## src/inc/ccrs_map.vh

```
// Register map, field positions and reset values of the CPU context block.
`ifndef CCRS_MAP_VH
`define CCRS_MAP_VH
// Register word offsets on the AHB-Lite bus (byte addresses).
`define CCRS_ACC_OFS 12'h000
`define CCRS_XIDX_OFS 12'h004
`define CCRS_YIDX_OFS 12'h008
`define CCRS_NIA_OFS 12'h00c
`define CCRS_SP_OFS 12'h010
`define CCRS_FLAGS_OFS 12'h014
`define CCRS_CMD_OFS 12'h018
`define CCRS_IRQ_OFS 12'h01c
`define CCRS_STAT_OFS 12'h020
`define CCRS_ALU_OFS 12'h024
// Stack window limits and forced upper bits of the stack pointer.
`define CCRS_SP_TOP 16'h017f
`define CCRS_SP_BOT 16'h0140
`define CCRS_SP_HIGH 10'h005
// Pointer offset within the window that marks the top of the stack.
`define CCRS_SP_TOP_OFS 6'h3f
// Condition flag bit positions.
`define CCRS_F_C 0
`define CCRS_F_Z 1
`define CCRS_F_N 2
`define CCRS_F_I 3
`define CCRS_F_H 4
// Command register bit positions.
`define CCRS_CMD_PUSH 0
`define CCRS_CMD_POP 1
`define CCRS_CMD_CALL 2
`define CCRS_CMD_RET 3
`define CCRS_CMD_IRET 4
`define CCRS_CMD_RSP 5
`define CCRS_CMD_TRAP 6
`define CCRS_CMD_PRE 7
// Stack sequence kinds, sized to the sequencer's kind register.
`define CCRS_KIND_PUSH 3'h0
`define CCRS_KIND_POP 3'h1
`define CCRS_KIND_CALL 3'h2
`define CCRS_KIND_RET 3'h3
`define CCRS_KIND_IRET 3'h4
// ALU operation codes in the ALU register, bits 10:8.
`define CCRS_OP_LOAD 3'h0
`define CCRS_OP_ADD 3'h1
`define CCRS_OP_ADC 3'h2
`define CCRS_OP_SUB 3'h3
`define CCRS_OP_AND 3'h4
`define CCRS_OP_SHL 3'h5
`define CCRS_OP_TEST 3'h6
// Reset values.
`define CCRS_FLAGS_RST 5'h08
`define CCRS_BYTE_RST 8'h00
`define CCRS_NIA_RST 16'h0000
`endif

```

## src/hw/ccrs_top.v

```verilog
// CPU programming-model registers with hardware context stack.
//
// What this block does
// RULE_01 - One 8-bit accumulator for ALU operands/results.
// RULE_02 - Two 8-bit index registers.
// RULE_03 - Prefix selects second index register.
// RULE_04 - 16-bit next instruction address register.
// RULE_05 - Stack pointer confined to 0x0140-0x017F.
// RULE_06 - Reset and rewind load stack top.
// RULE_07 - Push writes then decrements; pop increments first.
// RULE_08 - Push below bottom wraps silently to top.
// RULE_09 - Interrupt saves all registers except Y and the stack pointer.
// RULE_10 - Return address low byte saved first.
// RULE_11 - Return restores in reverse save order.
// RULE_12 - Call uses two bytes, interrupt five.
// RULE_13 - Five-bit condition flags, individually readable.
// RULE_14 - Nibble carry set on add carry 3-4.
// RULE_15 - Mask blocks all interrupts except trap.
// RULE_16 - Masked requests latched, one per source.
// RULE_17 - Sign flag follows result MSB.
// RULE_18 - Null flag set on zero result.
// RULE_19 - Spill flag on carry, borrow, shifts.
// RULE_20 - Mask set after save, restored on return.
`timescale 1ns/100ps
`include "ccrs_map.vh"

module ccrs_top #(
   parameter NIRQ = 4
)(
   input wire core_clk,
   input wire resetn,
   input wire hsel,
   input wire [31:0] haddr,
   input wire [1:0] htrans,
   input wire hwrite,
   input wire [2:0] hsize,
   input wire [31:0] hwdata,
   input wire hready,
   output reg [31:0] hrdata,
   output reg hreadyout,
   output reg hresp,
   input wire [NIRQ-1:0] irqReq,
   output reg [15:0] stackAddr,
   output reg [7:0] stackWrData,
   output reg stackWe,
   output reg stackRe,
   input wire [7:0] stackRdData,
   output reg busy
);

   ////////////////////////////////////////////////////////////////////
   // Reset release and state declarations.

   // Reset synchroniser; the first stage feeds only the second.
   reg rstMeta;
   reg rstSync;
   wire rstN = rstSync;

   always @(posedge core_clk or negedge resetn)
   begin
      if (!resetn)
      begin
         rstMeta <= 1'b0;
         rstSync <= 1'b0;
      end
      else
      begin
         rstMeta <= 1'b1;
         rstSync <= rstMeta;
      end
   end

   // Sequencer states.
   localparam S_IDLE = 3'd0;
   localparam S_WR = 3'd1;
   localparam S_RD = 3'd2;
   localparam S_RDW = 3'd3;
   localparam S_DONE = 3'd4;

   reg [7:0] acc_reg;            // Accumulator.
   reg [7:0] xIdx_reg;           // First index register.
   reg [7:0] yIdx_reg;           // Second index register.
   reg [15:0] nextInstrAddr_reg; // Next instruction address.
   reg [5:0] spOff_reg;          // Stack pointer low six bits.
   reg [4:0] condFlags_reg;      // Condition flags.
   reg prefix_reg;               // Prefix pending for next ALU op.
   reg [NIRQ-1:0] pend_reg;      // Latched interrupt requests.
   reg [2:0] state_reg;          // Sequencer state.
   reg [2:0] cnt_reg;            // Step of a sequence; selects the saved or restored byte.
   reg [2:0] kind_reg;           // Sequence kind (command bit index).
   reg [7:0] pushByte_reg;       // Byte for single push.
   reg [3:0] irqNum_reg;         // Vector index of the serviced request.
   reg wrPend_reg;               // Data phase of a write pending.
   reg [11:0] wrAddr_reg;        // Address captured for that write.

   // Full stack pointer with upper bits forced. [RULE_05]
   wire [15:0] spFull = {`CCRS_SP_HIGH, spOff_reg};

   ////////////////////////////////////////////////////////////////////
   // Bus decode.

   // A valid address phase selected to this slave.
   wire addrValid = hsel & hready & htrans[1];

   // Write-data strobes decoded from the captured address.
   wire wAcc = wrPend_reg & (wrAddr_reg == `CCRS_ACC_OFS);
   wire wX = wrPend_reg & (wrAddr_reg == `CCRS_XIDX_OFS);
   wire wY = wrPend_reg & (wrAddr_reg == `CCRS_YIDX_OFS);
   wire wNia = wrPend_reg & (wrAddr_reg == `CCRS_NIA_OFS);
   wire wFlags = wrPend_reg & (wrAddr_reg == `CCRS_FLAGS_OFS);
   wire wCmd = wrPend_reg & (wrAddr_reg == `CCRS_CMD_OFS);
   wire wAlu = wrPend_reg & (wrAddr_reg == `CCRS_ALU_OFS);

   // Commands are ignored while a stack sequence runs.
   wire cmdOk = wCmd & (state_reg == S_IDLE);

   ////////////////////////////////////////////////////////////////////
   // Interrupt arbitration.

   // Lowest-numbered pending request is chosen.
   reg [3:0] irqSel;
   reg irqAny;
   integer i;
   always @*
   begin
      irqSel = 4'h0;
      irqAny = 1'b0;
      for (i = NIRQ - 1; i >= 0; i = i - 1)
      begin
         if (pend_reg[i])
         begin
            irqSel = i[3:0];
            irqAny = 1'b1;
         end
      end
   end

   // Masked requests stay pending; a trap bypasses the mask. [RULE_15]
   wire trapTake = cmdOk & hwdata[`CCRS_CMD_TRAP];
   wire irqTake = (state_reg == S_IDLE) & irqAny & ~wCmd &
                  ~condFlags_reg[`CCRS_F_I];

   ////////////////////////////////////////////////////////////////////
   // ALU used by register-bus operations.

   // Operand comes from X, or Y when the prefix is pending. [RULE_03]
   wire [7:0] opB = prefix_reg ? yIdx_reg : xIdx_reg;
   wire [2:0] aluOp = hwdata[10:8];
   wire [7:0] aluImm = hwdata[7:0];

   // Result and flag updates. [RULE_01]
   reg [8:0] aluRes;
   reg [4:0] aluFlags;
   always @*
   begin
      aluRes = {1'b0, acc_reg};
      aluFlags = condFlags_reg;
      case (aluOp)
         `CCRS_OP_LOAD: aluRes = {1'b0, aluImm};
         `CCRS_OP_ADD: aluRes = {1'b0, acc_reg} + {1'b0, opB};
         `CCRS_OP_ADC: aluRes = {1'b0, acc_reg} + {1'b0, opB} +
                               {8'h00, condFlags_reg[`CCRS_F_C]};
         `CCRS_OP_SUB: aluRes = {1'b0, acc_reg} - {1'b0, opB};
         `CCRS_OP_AND: aluRes = {1'b0, acc_reg & opB};
         `CCRS_OP_SHL: aluRes = {acc_reg, 1'b0};
         `CCRS_OP_TEST: aluRes = {1'b0, acc_reg & opB};
         default: aluRes = {1'b0, acc_reg};
      endcase
      // Nibble carry only for the two add forms. [RULE_14]
      if (aluOp == `CCRS_OP_ADD || aluOp == `CCRS_OP_ADC)
         aluFlags[`CCRS_F_H] = ({1'b0, acc_reg[3:0]} + {1'b0, opB[3:0]} +
            ((aluOp == `CCRS_OP_ADC) ? {4'h0, condFlags_reg[`CCRS_F_C]} :
            5'h00)) > 5'h0f;
      aluFlags[`CCRS_F_N] = aluRes[7];              // [RULE_17]
      aluFlags[`CCRS_F_Z] = (aluRes[7:0] == 8'h00); // [RULE_18]
      // Carry/borrow out; shift and test also drive it. [RULE_19]
      if (aluOp != `CCRS_OP_LOAD && aluOp != `CCRS_OP_AND)
         aluFlags[`CCRS_F_C] = (aluOp == `CCRS_OP_TEST) ?
            (aluRes[7:0] != 8'h00) : aluRes[8];
   end

   ////////////////////////////////////////////////////////////////////
   // Bus slave response and write capture.

   // Zero-wait-state slave; always OKAY; read data decoded at address.
   always @(posedge core_clk or negedge rstN)
   begin
      if (!rstN)
      begin
         hrdata <= 32'h00000000;
         hreadyout <= 1'b1;
         hresp <= 1'b0;
         wrPend_reg <= 1'b0;
         wrAddr_reg <= 12'h000;
      end
      else
      begin
         hreadyout <= 1'b1;
         hresp <= 1'b0;
         wrPend_reg <= addrValid & hwrite;
         wrAddr_reg <= haddr[11:0];
         if (addrValid & ~hwrite)
         begin
            if (haddr[11:0] == `CCRS_ACC_OFS)
               hrdata <= {24'h000000, acc_reg};
            else if (haddr[11:0] == `CCRS_XIDX_OFS)
               hrdata <= {24'h000000, xIdx_reg};
            else if (haddr[11:0] == `CCRS_YIDX_OFS)
               hrdata <= {24'h000000, yIdx_reg};
            else if (haddr[11:0] == `CCRS_NIA_OFS)
               hrdata <= {16'h0000, nextInstrAddr_reg};
            else if (haddr[11:0] == `CCRS_SP_OFS)
               hrdata <= {16'h0000, spFull};
            else if (haddr[11:0] == `CCRS_FLAGS_OFS)
               hrdata <= {27'h0000000, condFlags_reg}; // [RULE_13]
            else if (haddr[11:0] == `CCRS_IRQ_OFS)
               hrdata <= {{(32-NIRQ){1'b0}}, pend_reg};
            else if (haddr[11:0] == `CCRS_STAT_OFS)
               hrdata <= {26'h0000000, prefix_reg, irqNum_reg,
                          state_reg != S_IDLE};
            else
               hrdata <= 32'h00000000;
         end
      end
   end

   ////////////////////////////////////////////////////////////////////
   // Interrupt request latch.

   // One pending bit per source; new request wins over clear. [RULE_16]
   always @(posedge core_clk or negedge rstN)
   begin
      if (!rstN)
         pend_reg <= {NIRQ{1'b0}};
      else
         pend_reg <= (pend_reg & ~(irqTake ? ({{(NIRQ-1){1'b0}}, 1'b1}
                     << irqSel) : {NIRQ{1'b0}})) | irqReq;
   end

   ////////////////////////////////////////////////////////////////////
   // Context stack sequencer and programming-model registers.

   // Byte written at a given save step: RETURN_ADDRESS_LOW, PCH, X, A, flags. [RULE_10]
   reg [7:0] saveByte;
   always @*
   begin
      case (cnt_reg)
         3'd5: saveByte = nextInstrAddr_reg[7:0];
         3'd4: saveByte = nextInstrAddr_reg[15:8];
         3'd3: saveByte = xIdx_reg;
         3'd2: saveByte = acc_reg;
         default: saveByte = {3'h0, condFlags_reg};
      endcase
   end

   // Main sequencer and register updates.
   always @(posedge core_clk or negedge rstN)
   begin
      if (!rstN)
      begin
         acc_reg <= `CCRS_BYTE_RST;
         xIdx_reg <= `CCRS_BYTE_RST;
         yIdx_reg <= `CCRS_BYTE_RST;
         nextInstrAddr_reg <= `CCRS_NIA_RST;
         spOff_reg <= `CCRS_SP_TOP_OFS;      // [RULE_06]
         condFlags_reg <= `CCRS_FLAGS_RST;
         prefix_reg <= 1'b0;
         state_reg <= S_IDLE;
         cnt_reg <= 3'd0;
         kind_reg <= 3'd0;
         pushByte_reg <= 8'h00;
         irqNum_reg <= 4'h0;
         stackAddr <= `CCRS_SP_TOP;
         stackWrData <= 8'h00;
         stackWe <= 1'b0;
         stackRe <= 1'b0;
         busy <= 1'b0;
      end
      else
      begin
         stackWe <= 1'b0;
         stackRe <= 1'b0;
         case (state_reg)
            S_IDLE:
            begin
               if (wAcc)
                  acc_reg <= hwdata[7:0];
               if (wX)
                  xIdx_reg <= hwdata[7:0];    // [RULE_02]
               if (wY)
                  yIdx_reg <= hwdata[7:0];
               if (wNia)
                  nextInstrAddr_reg <= hwdata[15:0]; // [RULE_04]
               if (wFlags)
                  condFlags_reg <= hwdata[4:0];
               if (wAlu)
               begin
                  if (aluOp != `CCRS_OP_TEST)
                     acc_reg <= aluRes[7:0];
                  condFlags_reg <= aluFlags;
                  prefix_reg <= 1'b0;
               end
               if (cmdOk & hwdata[`CCRS_CMD_PRE])
                  prefix_reg <= 1'b1;         // [RULE_03]
               if (cmdOk & hwdata[`CCRS_CMD_RSP])
                  spOff_reg <= `CCRS_SP_TOP_OFS; // [RULE_06]
               if (trapTake | irqTake)
               begin
                  // Five bytes, Y excluded. [RULE_09] [RULE_12]
                  kind_reg <= `CCRS_KIND_IRET;
                  cnt_reg <= 3'd5;
                  irqNum_reg <= trapTake ? 4'hf : irqSel;
                  state_reg <= S_WR;
                  busy <= 1'b1;
               end
               else if (cmdOk & hwdata[`CCRS_CMD_CALL])
               begin
                  kind_reg <= `CCRS_KIND_CALL; // [RULE_12]
                  cnt_reg <= 3'd5;
                  state_reg <= S_WR;
                  busy <= 1'b1;
               end
               else if (cmdOk & hwdata[`CCRS_CMD_PUSH])
               begin
                  kind_reg <= `CCRS_KIND_PUSH;
                  pushByte_reg <= hwdata[23:16];
                  cnt_reg <= 3'd1;
                  state_reg <= S_WR;
                  busy <= 1'b1;
               end
               else if (cmdOk & (hwdata[`CCRS_CMD_IRET] |
                        hwdata[`CCRS_CMD_RET] | hwdata[`CCRS_CMD_POP]))
               begin
                  kind_reg <= hwdata[`CCRS_CMD_IRET] ? `CCRS_KIND_IRET :
                     (hwdata[`CCRS_CMD_RET] ? `CCRS_KIND_RET :
                     `CCRS_KIND_POP);
                  // Reverse order: flags first on interrupt return. [RULE_11]
                  cnt_reg <= hwdata[`CCRS_CMD_IRET] ? 3'd1 :
                     (hwdata[`CCRS_CMD_RET] ? 3'd4 : 3'd0);
                  state_reg <= S_RD;
                  busy <= 1'b1;
               end
            end
            S_WR:
            begin
               // Write at pointer, then decrement with wrap. [RULE_07]
               stackAddr <= spFull;
               stackWrData <= (kind_reg == `CCRS_CMD_PUSH) ?
                  pushByte_reg : saveByte;
               stackWe <= 1'b1;
               spOff_reg <= spOff_reg - 6'd1; // [RULE_08]
               if (cnt_reg == 3'd1 || (kind_reg == `CCRS_CMD_CALL &&
                   cnt_reg == 3'd4))
               begin
                  state_reg <= S_DONE;
                  if (kind_reg == `CCRS_CMD_IRET)
                     condFlags_reg[`CCRS_F_I] <= 1'b1; // [RULE_20]
               end
               else
                  cnt_reg <= cnt_reg - 3'd1;
            end
            S_RD:
            begin
               // Increment first, then read. [RULE_07]
               spOff_reg <= spOff_reg + 6'd1;
               stackAddr <= {`CCRS_SP_HIGH, spOff_reg + 6'd1};
               stackRe <= 1'b1;
               state_reg <= S_RDW;
            end
            S_RDW:
            begin
               case (cnt_reg)
                  3'd1: condFlags_reg <= stackRdData[4:0]; // [RULE_20]
                  3'd2: acc_reg <= stackRdData;
                  3'd3: xIdx_reg <= stackRdData;
                  3'd4: nextInstrAddr_reg[15:8] <= stackRdData;
                  3'd5: nextInstrAddr_reg[7:0] <= stackRdData;
                  default: acc_reg <= stackRdData;
               endcase
               if (cnt_reg == 3'd5 || cnt_reg == 3'd0)
                  state_reg <= S_DONE;
               else
               begin
                  cnt_reg <= cnt_reg + 3'd1;
                  state_reg <= S_RD;
               end
            end
            default:
            begin
               busy <= 1'b0;
               state_reg <= S_IDLE;
            end
         endcase
      end
   end

endmodule

```

## config.mk

```make
export PLATFORM = sky130hd
export DESIGN_NAME = ccrs_top
export DESIGN_NICKNAME = d
export VERILOG_FILES = /design/src/hw/ccrs_top.v
export VERILOG_INCLUDE_DIRS = /design/src /design/src/inc
export SDC_FILE = /design/constraint.sdc
export NUM_CORES = 1
export LEC_CHECK = 0
export BUFFER_PORTS_ARGS = -buffer_cell sky130_fd_sc_hd__clkbuf_2
export CORE_UTILIZATION = 43
export CTS_CLUSTER_DIAMETER = 80
export DETAILED_ROUTE_END_ITERATION = 8
export GPL_TIMING_DRIVEN = 0
export HOLD_SLACK_MARGIN = 0.15
export MAX_ROUTING_LAYER = met4
export PLACE_DENSITY_LB_ADDON = 0.05
export SLEW_MARGIN = 20
export SYNTH_ARGS = -nofsm -noshare
export SYNTH_HDL_FRONTEND = slang
export SYNTH_SLANG_ARGS = --single-unit
```

## constraint.sdc

```tcl
create_clock -name core_clk -period 3.51 [get_ports core_clk]
set_input_delay 0.351 -clock core_clk [delete_from_list [all_inputs] [get_ports core_clk]]
set_output_delay 0.351 -clock core_clk [all_outputs]
set_load 0.02 [all_outputs]
```

==> results.yml <==
run_status:
  status: "finished with violations"
  violations: "negative setup slack"
power_and_ir_drop:
  clockPowerShare_pct: 22.5
  p_sw_mw: 3.30
  switching_share_pct: 44.2
  p_leak_nw: 4.48
  p_int_mw: 4.17
  vdd_ir_drop_max_v: 0.000395
  seq_power_share_pct: 32.3
  comb_power_share_pct: 45.2
  powerDensity_nw_per_um2: 733
setup_path:
  critPathRequiredTime_ns: 3.84
  startpoint: "prefix_reg"
  regToRegStartpoint: "prefix_reg"
  cp_cell_sequence: "clkbuf_16, mux2i_4, inv_2, fa_2, nor2b_4, o2111a_2, a211oi_4, and4_4, nor3_2, o32a_1, nor4_4, a21oi_2, o31ai_1"
  cpPeakStageDelay_ns: 0.39
  cp_slowest_cell: "dfrtp_1"
  arrival_ns: 3.86
  r2r_slack_ns: -0.03
  crit_end: "condFlags_reg[1]"
  path_class: "reg -> reg"
  critical_path.endpoint_type: "register"
  cp_max_fo: 7
  r2r_end: "condFlags_reg[1]"
  cp-start-kind: "register"
  worst-r2r-cell-count: 13
sta:
  hold_viol: 0
  holdWs_ns: 0.162
  worstMarginPinSlew_ns: 0.975
  slew_headroom_pct: 34.6
  fmax_mhz: 283
  fin_crit_sh_pct: 101
  layout_setup_ws_ns: -0.0282
  report.final.slew_viol_count: 0
  clock_skew_ns: 0.00905
  rsz0062_at_grt: "true"
  tns_ns: -0.0282
  finalSetupViolCount: 1
  period_needed_ns: 3.54
synthesis:
  synth_flop_cell: "dfrtp_1"
  synth_compound_area_share_pct: 24.2
  ys_seq_area_share_pct: 37.7
  synth_async_sr_flop_share_pct: 100
  netlist_instances: 961
  synth.area.mux_share_pct: 5.99
  synthSimpleGateAreaFrac_pct: 18.3
  ys_seq_elements: 124
  synthXorXnorAreaFrac_pct: 1.48
  synth_top_family_by_area: "compound AO/OA/AOI/OAI gates"
  synth.distinct_cells: 79
  netlist_area_um2: 8280
  synth-edff-count: 0
  synth_area_per_cell_um2: 8.61
  synth-adder-area-share_pct: 5.20
  yosysWarningCount: 0
finish:
  area_growth_pct: 23.1
  nets: 1238
  fill_cells: 1792
  antennaDiodeCount: 0
  instances_no_fill: 1367
  seq_area_um2: 3120
  multi_input_area_um2: 4890
  layout-drive-gt1-share_pct: 21.6
  utilization_pct: 54.3
placed_design:
  dp_cells: 1307
  dp_hpwl_mm: 20.6
  io_buffers: 83
  globalplace.congestion: 0.929
  pre_cts_ws_ns: -0.715
global_routing:
  track_usage_pct: 28.9
  antenna_found_initial: 0
  grt_pass1_wl_mm: 41.8
  gr-total-overflow: 0
  grt_max_degree: 54
  grt_pass1_vias: 7094
hold_path:
  min-delay-path-class: "in -> reg"
  min_from: "hwdata[21]"
route:
  drtPass1Iterations: 6
  drc_errors: 0
  drt-vias-per-instance: 5.79
  avgRoutedWirePerCell_um: 19.8
  drtIter0Drc: 649
  antenna_left: 0
  totalWireLength_mm: 27.1
  vias: 7909
clock_tree:
  path_clk_slew_ns: 0.06
  insertion_delay_ns: 0.42
  cts_made_buffers: 17
  clock_sink_count: 124
  clock_path_buffers: 2
  h-tree-depth: 4
  tritoncts: "built"
  clock-root-buffer: "clkbuf_16"
die:
  die_w_um: 141
  rows: 50
  dieArea_um2: 19800
  core_um2: 18800
  fp.dieH_um: 141
  start_util_pct: 44.1
  ios: 147
flow_run:
  maxCapViolCount: 0
==> through the flow <==
stage	cell area, um2	total power, mW
after CTS	10100	7.40
after detailed placement	9140	5.60
after global placement	9090	5.56
after floorplan	8380	4.54
final	10200	7.47
after global routing	10200	7.98
==> cell usage in the layout (no fill, tap or decap), drive strengths merged, types with 10 or more instances in the layout <==
cell type,synthesis,layout
buf,41,55
and2,13,13
nand2,76,76
nand2b,13,13
nor2b,12,12
a21oi,99,99
inv,33,33
mux2i,27,27
conb,2,29
nor3,30,30
a31oi,11,11
nand3,23,23
o21ai,77,77
a22o,10,10
a211oi,17,17
dfstp,13,13
clkbuf,45,147
a22oi,18,18
ha,28,28
nor2,88,88
dfrtp,111,111
mux2,20,20
dlygate4sd3,0,17
==> critical path, delay by kind of cell, from the launching register on <==
family / cells / cell delay (ns)
buf+inv: 2 / 0.27
simple gates: 4 / 0.81
fa+ha+maj: 1 / 0.35
compound gates: 5 / 1.30
mux: 1 / 0.33
flops: 1 / 0.39
==> worst min-delay path by stage <==
stage	end	slack (ns)	cells past startpoint
floorplan	rstMeta	0.06	0
global placement	rstMeta	0.14	1
detailed placement	rstMeta	0.14	1
CTS	pushByte_reg[5]	0.15	2
global route	pushByte_reg[1]	0.15	2
finish	pushByte_reg[5]	0.16	2
==> synthesized netlist by cell type (all sizes together) (5+ instances only) <==
cell type    n  area (um2)
nor3b        7        68.8
or2          5        31.3
and2        13        83.8
dfstp       13         342
dfrtp      111        2780
and3         9        56.3
xnor2        8        70.1
nor4         6        43.8
nor2b       12        75.1
o2111a       6        67.6
nand2b      13        81.3
a21oi       99         495
mux2        20         225
o22ai        5        31.3
o21ai       77         385
nor3        30         155
o211ai       9        72.6
o31ai        7        52.6
a22oi       18         135
nand3       23         115
ha          28         350
a22o        10        87.6
o21a         9        67.6
mux2i       27         270
nor2        88         330
nand2       76         285
clkbuf      45         169
a211oi      17         138
nand3b       5        37.5
inv         33         124
xor2         6        52.6
or3          8        50.1
a31oi       11        68.8
buf         41         278
==> kinds of logic (layout without fill, tap and decap cells) <==
group           Yosys count  count (layout)
other cells               2              29
compound gates          314             314
flops                   124             124
xor+xnor                 14              14
simple gates            307             307
buf+inv                 121             266
fa+ha+maj                32              32
mux                      47              47
==> final cells by class <==
class	instances	share of cell area, %
buffer	86	4.61
timing repair buffer	113	7.02
multi-input combinational	743	48.0
tap	234	2.87
clock inverter	12	1.22
sequential	124	30.7
inverter	35	1.29
clock buffer	20	4.29
==> power groups by stage <==
stage	logic (mW)	registers [mW]	clock network [mW]
floorplan	2.23	2.31	0
global placement	3.14	2.42	0
detailed placement	3.20	2.40	0
CTS	3.29	2.40	1.71
global route	3.74	2.47	1.78
finish	3.38	2.41	1.68
==> layer usage <==
layer  track usage [%]  vias up  wire length (um)
met3              6.52       26              1960
li1                  -     3747                 -
met1              42.2     3821             13200
met2              40.7      315             11700
met5                 -        -                 0
met4              5.49        0               314
==> what timing repair did <==
action / CTS / global route
hold endpoints to repair: 18 / 0
buffers inserted: 7 / 4
gates cloned: 0 / 0
resized for setup: 27 / 21
hold buffers: 17 / 0
setup endpoints to repair: 8 / 5
pin swaps: 10 / 10
(Power assumes the default switching activity.)
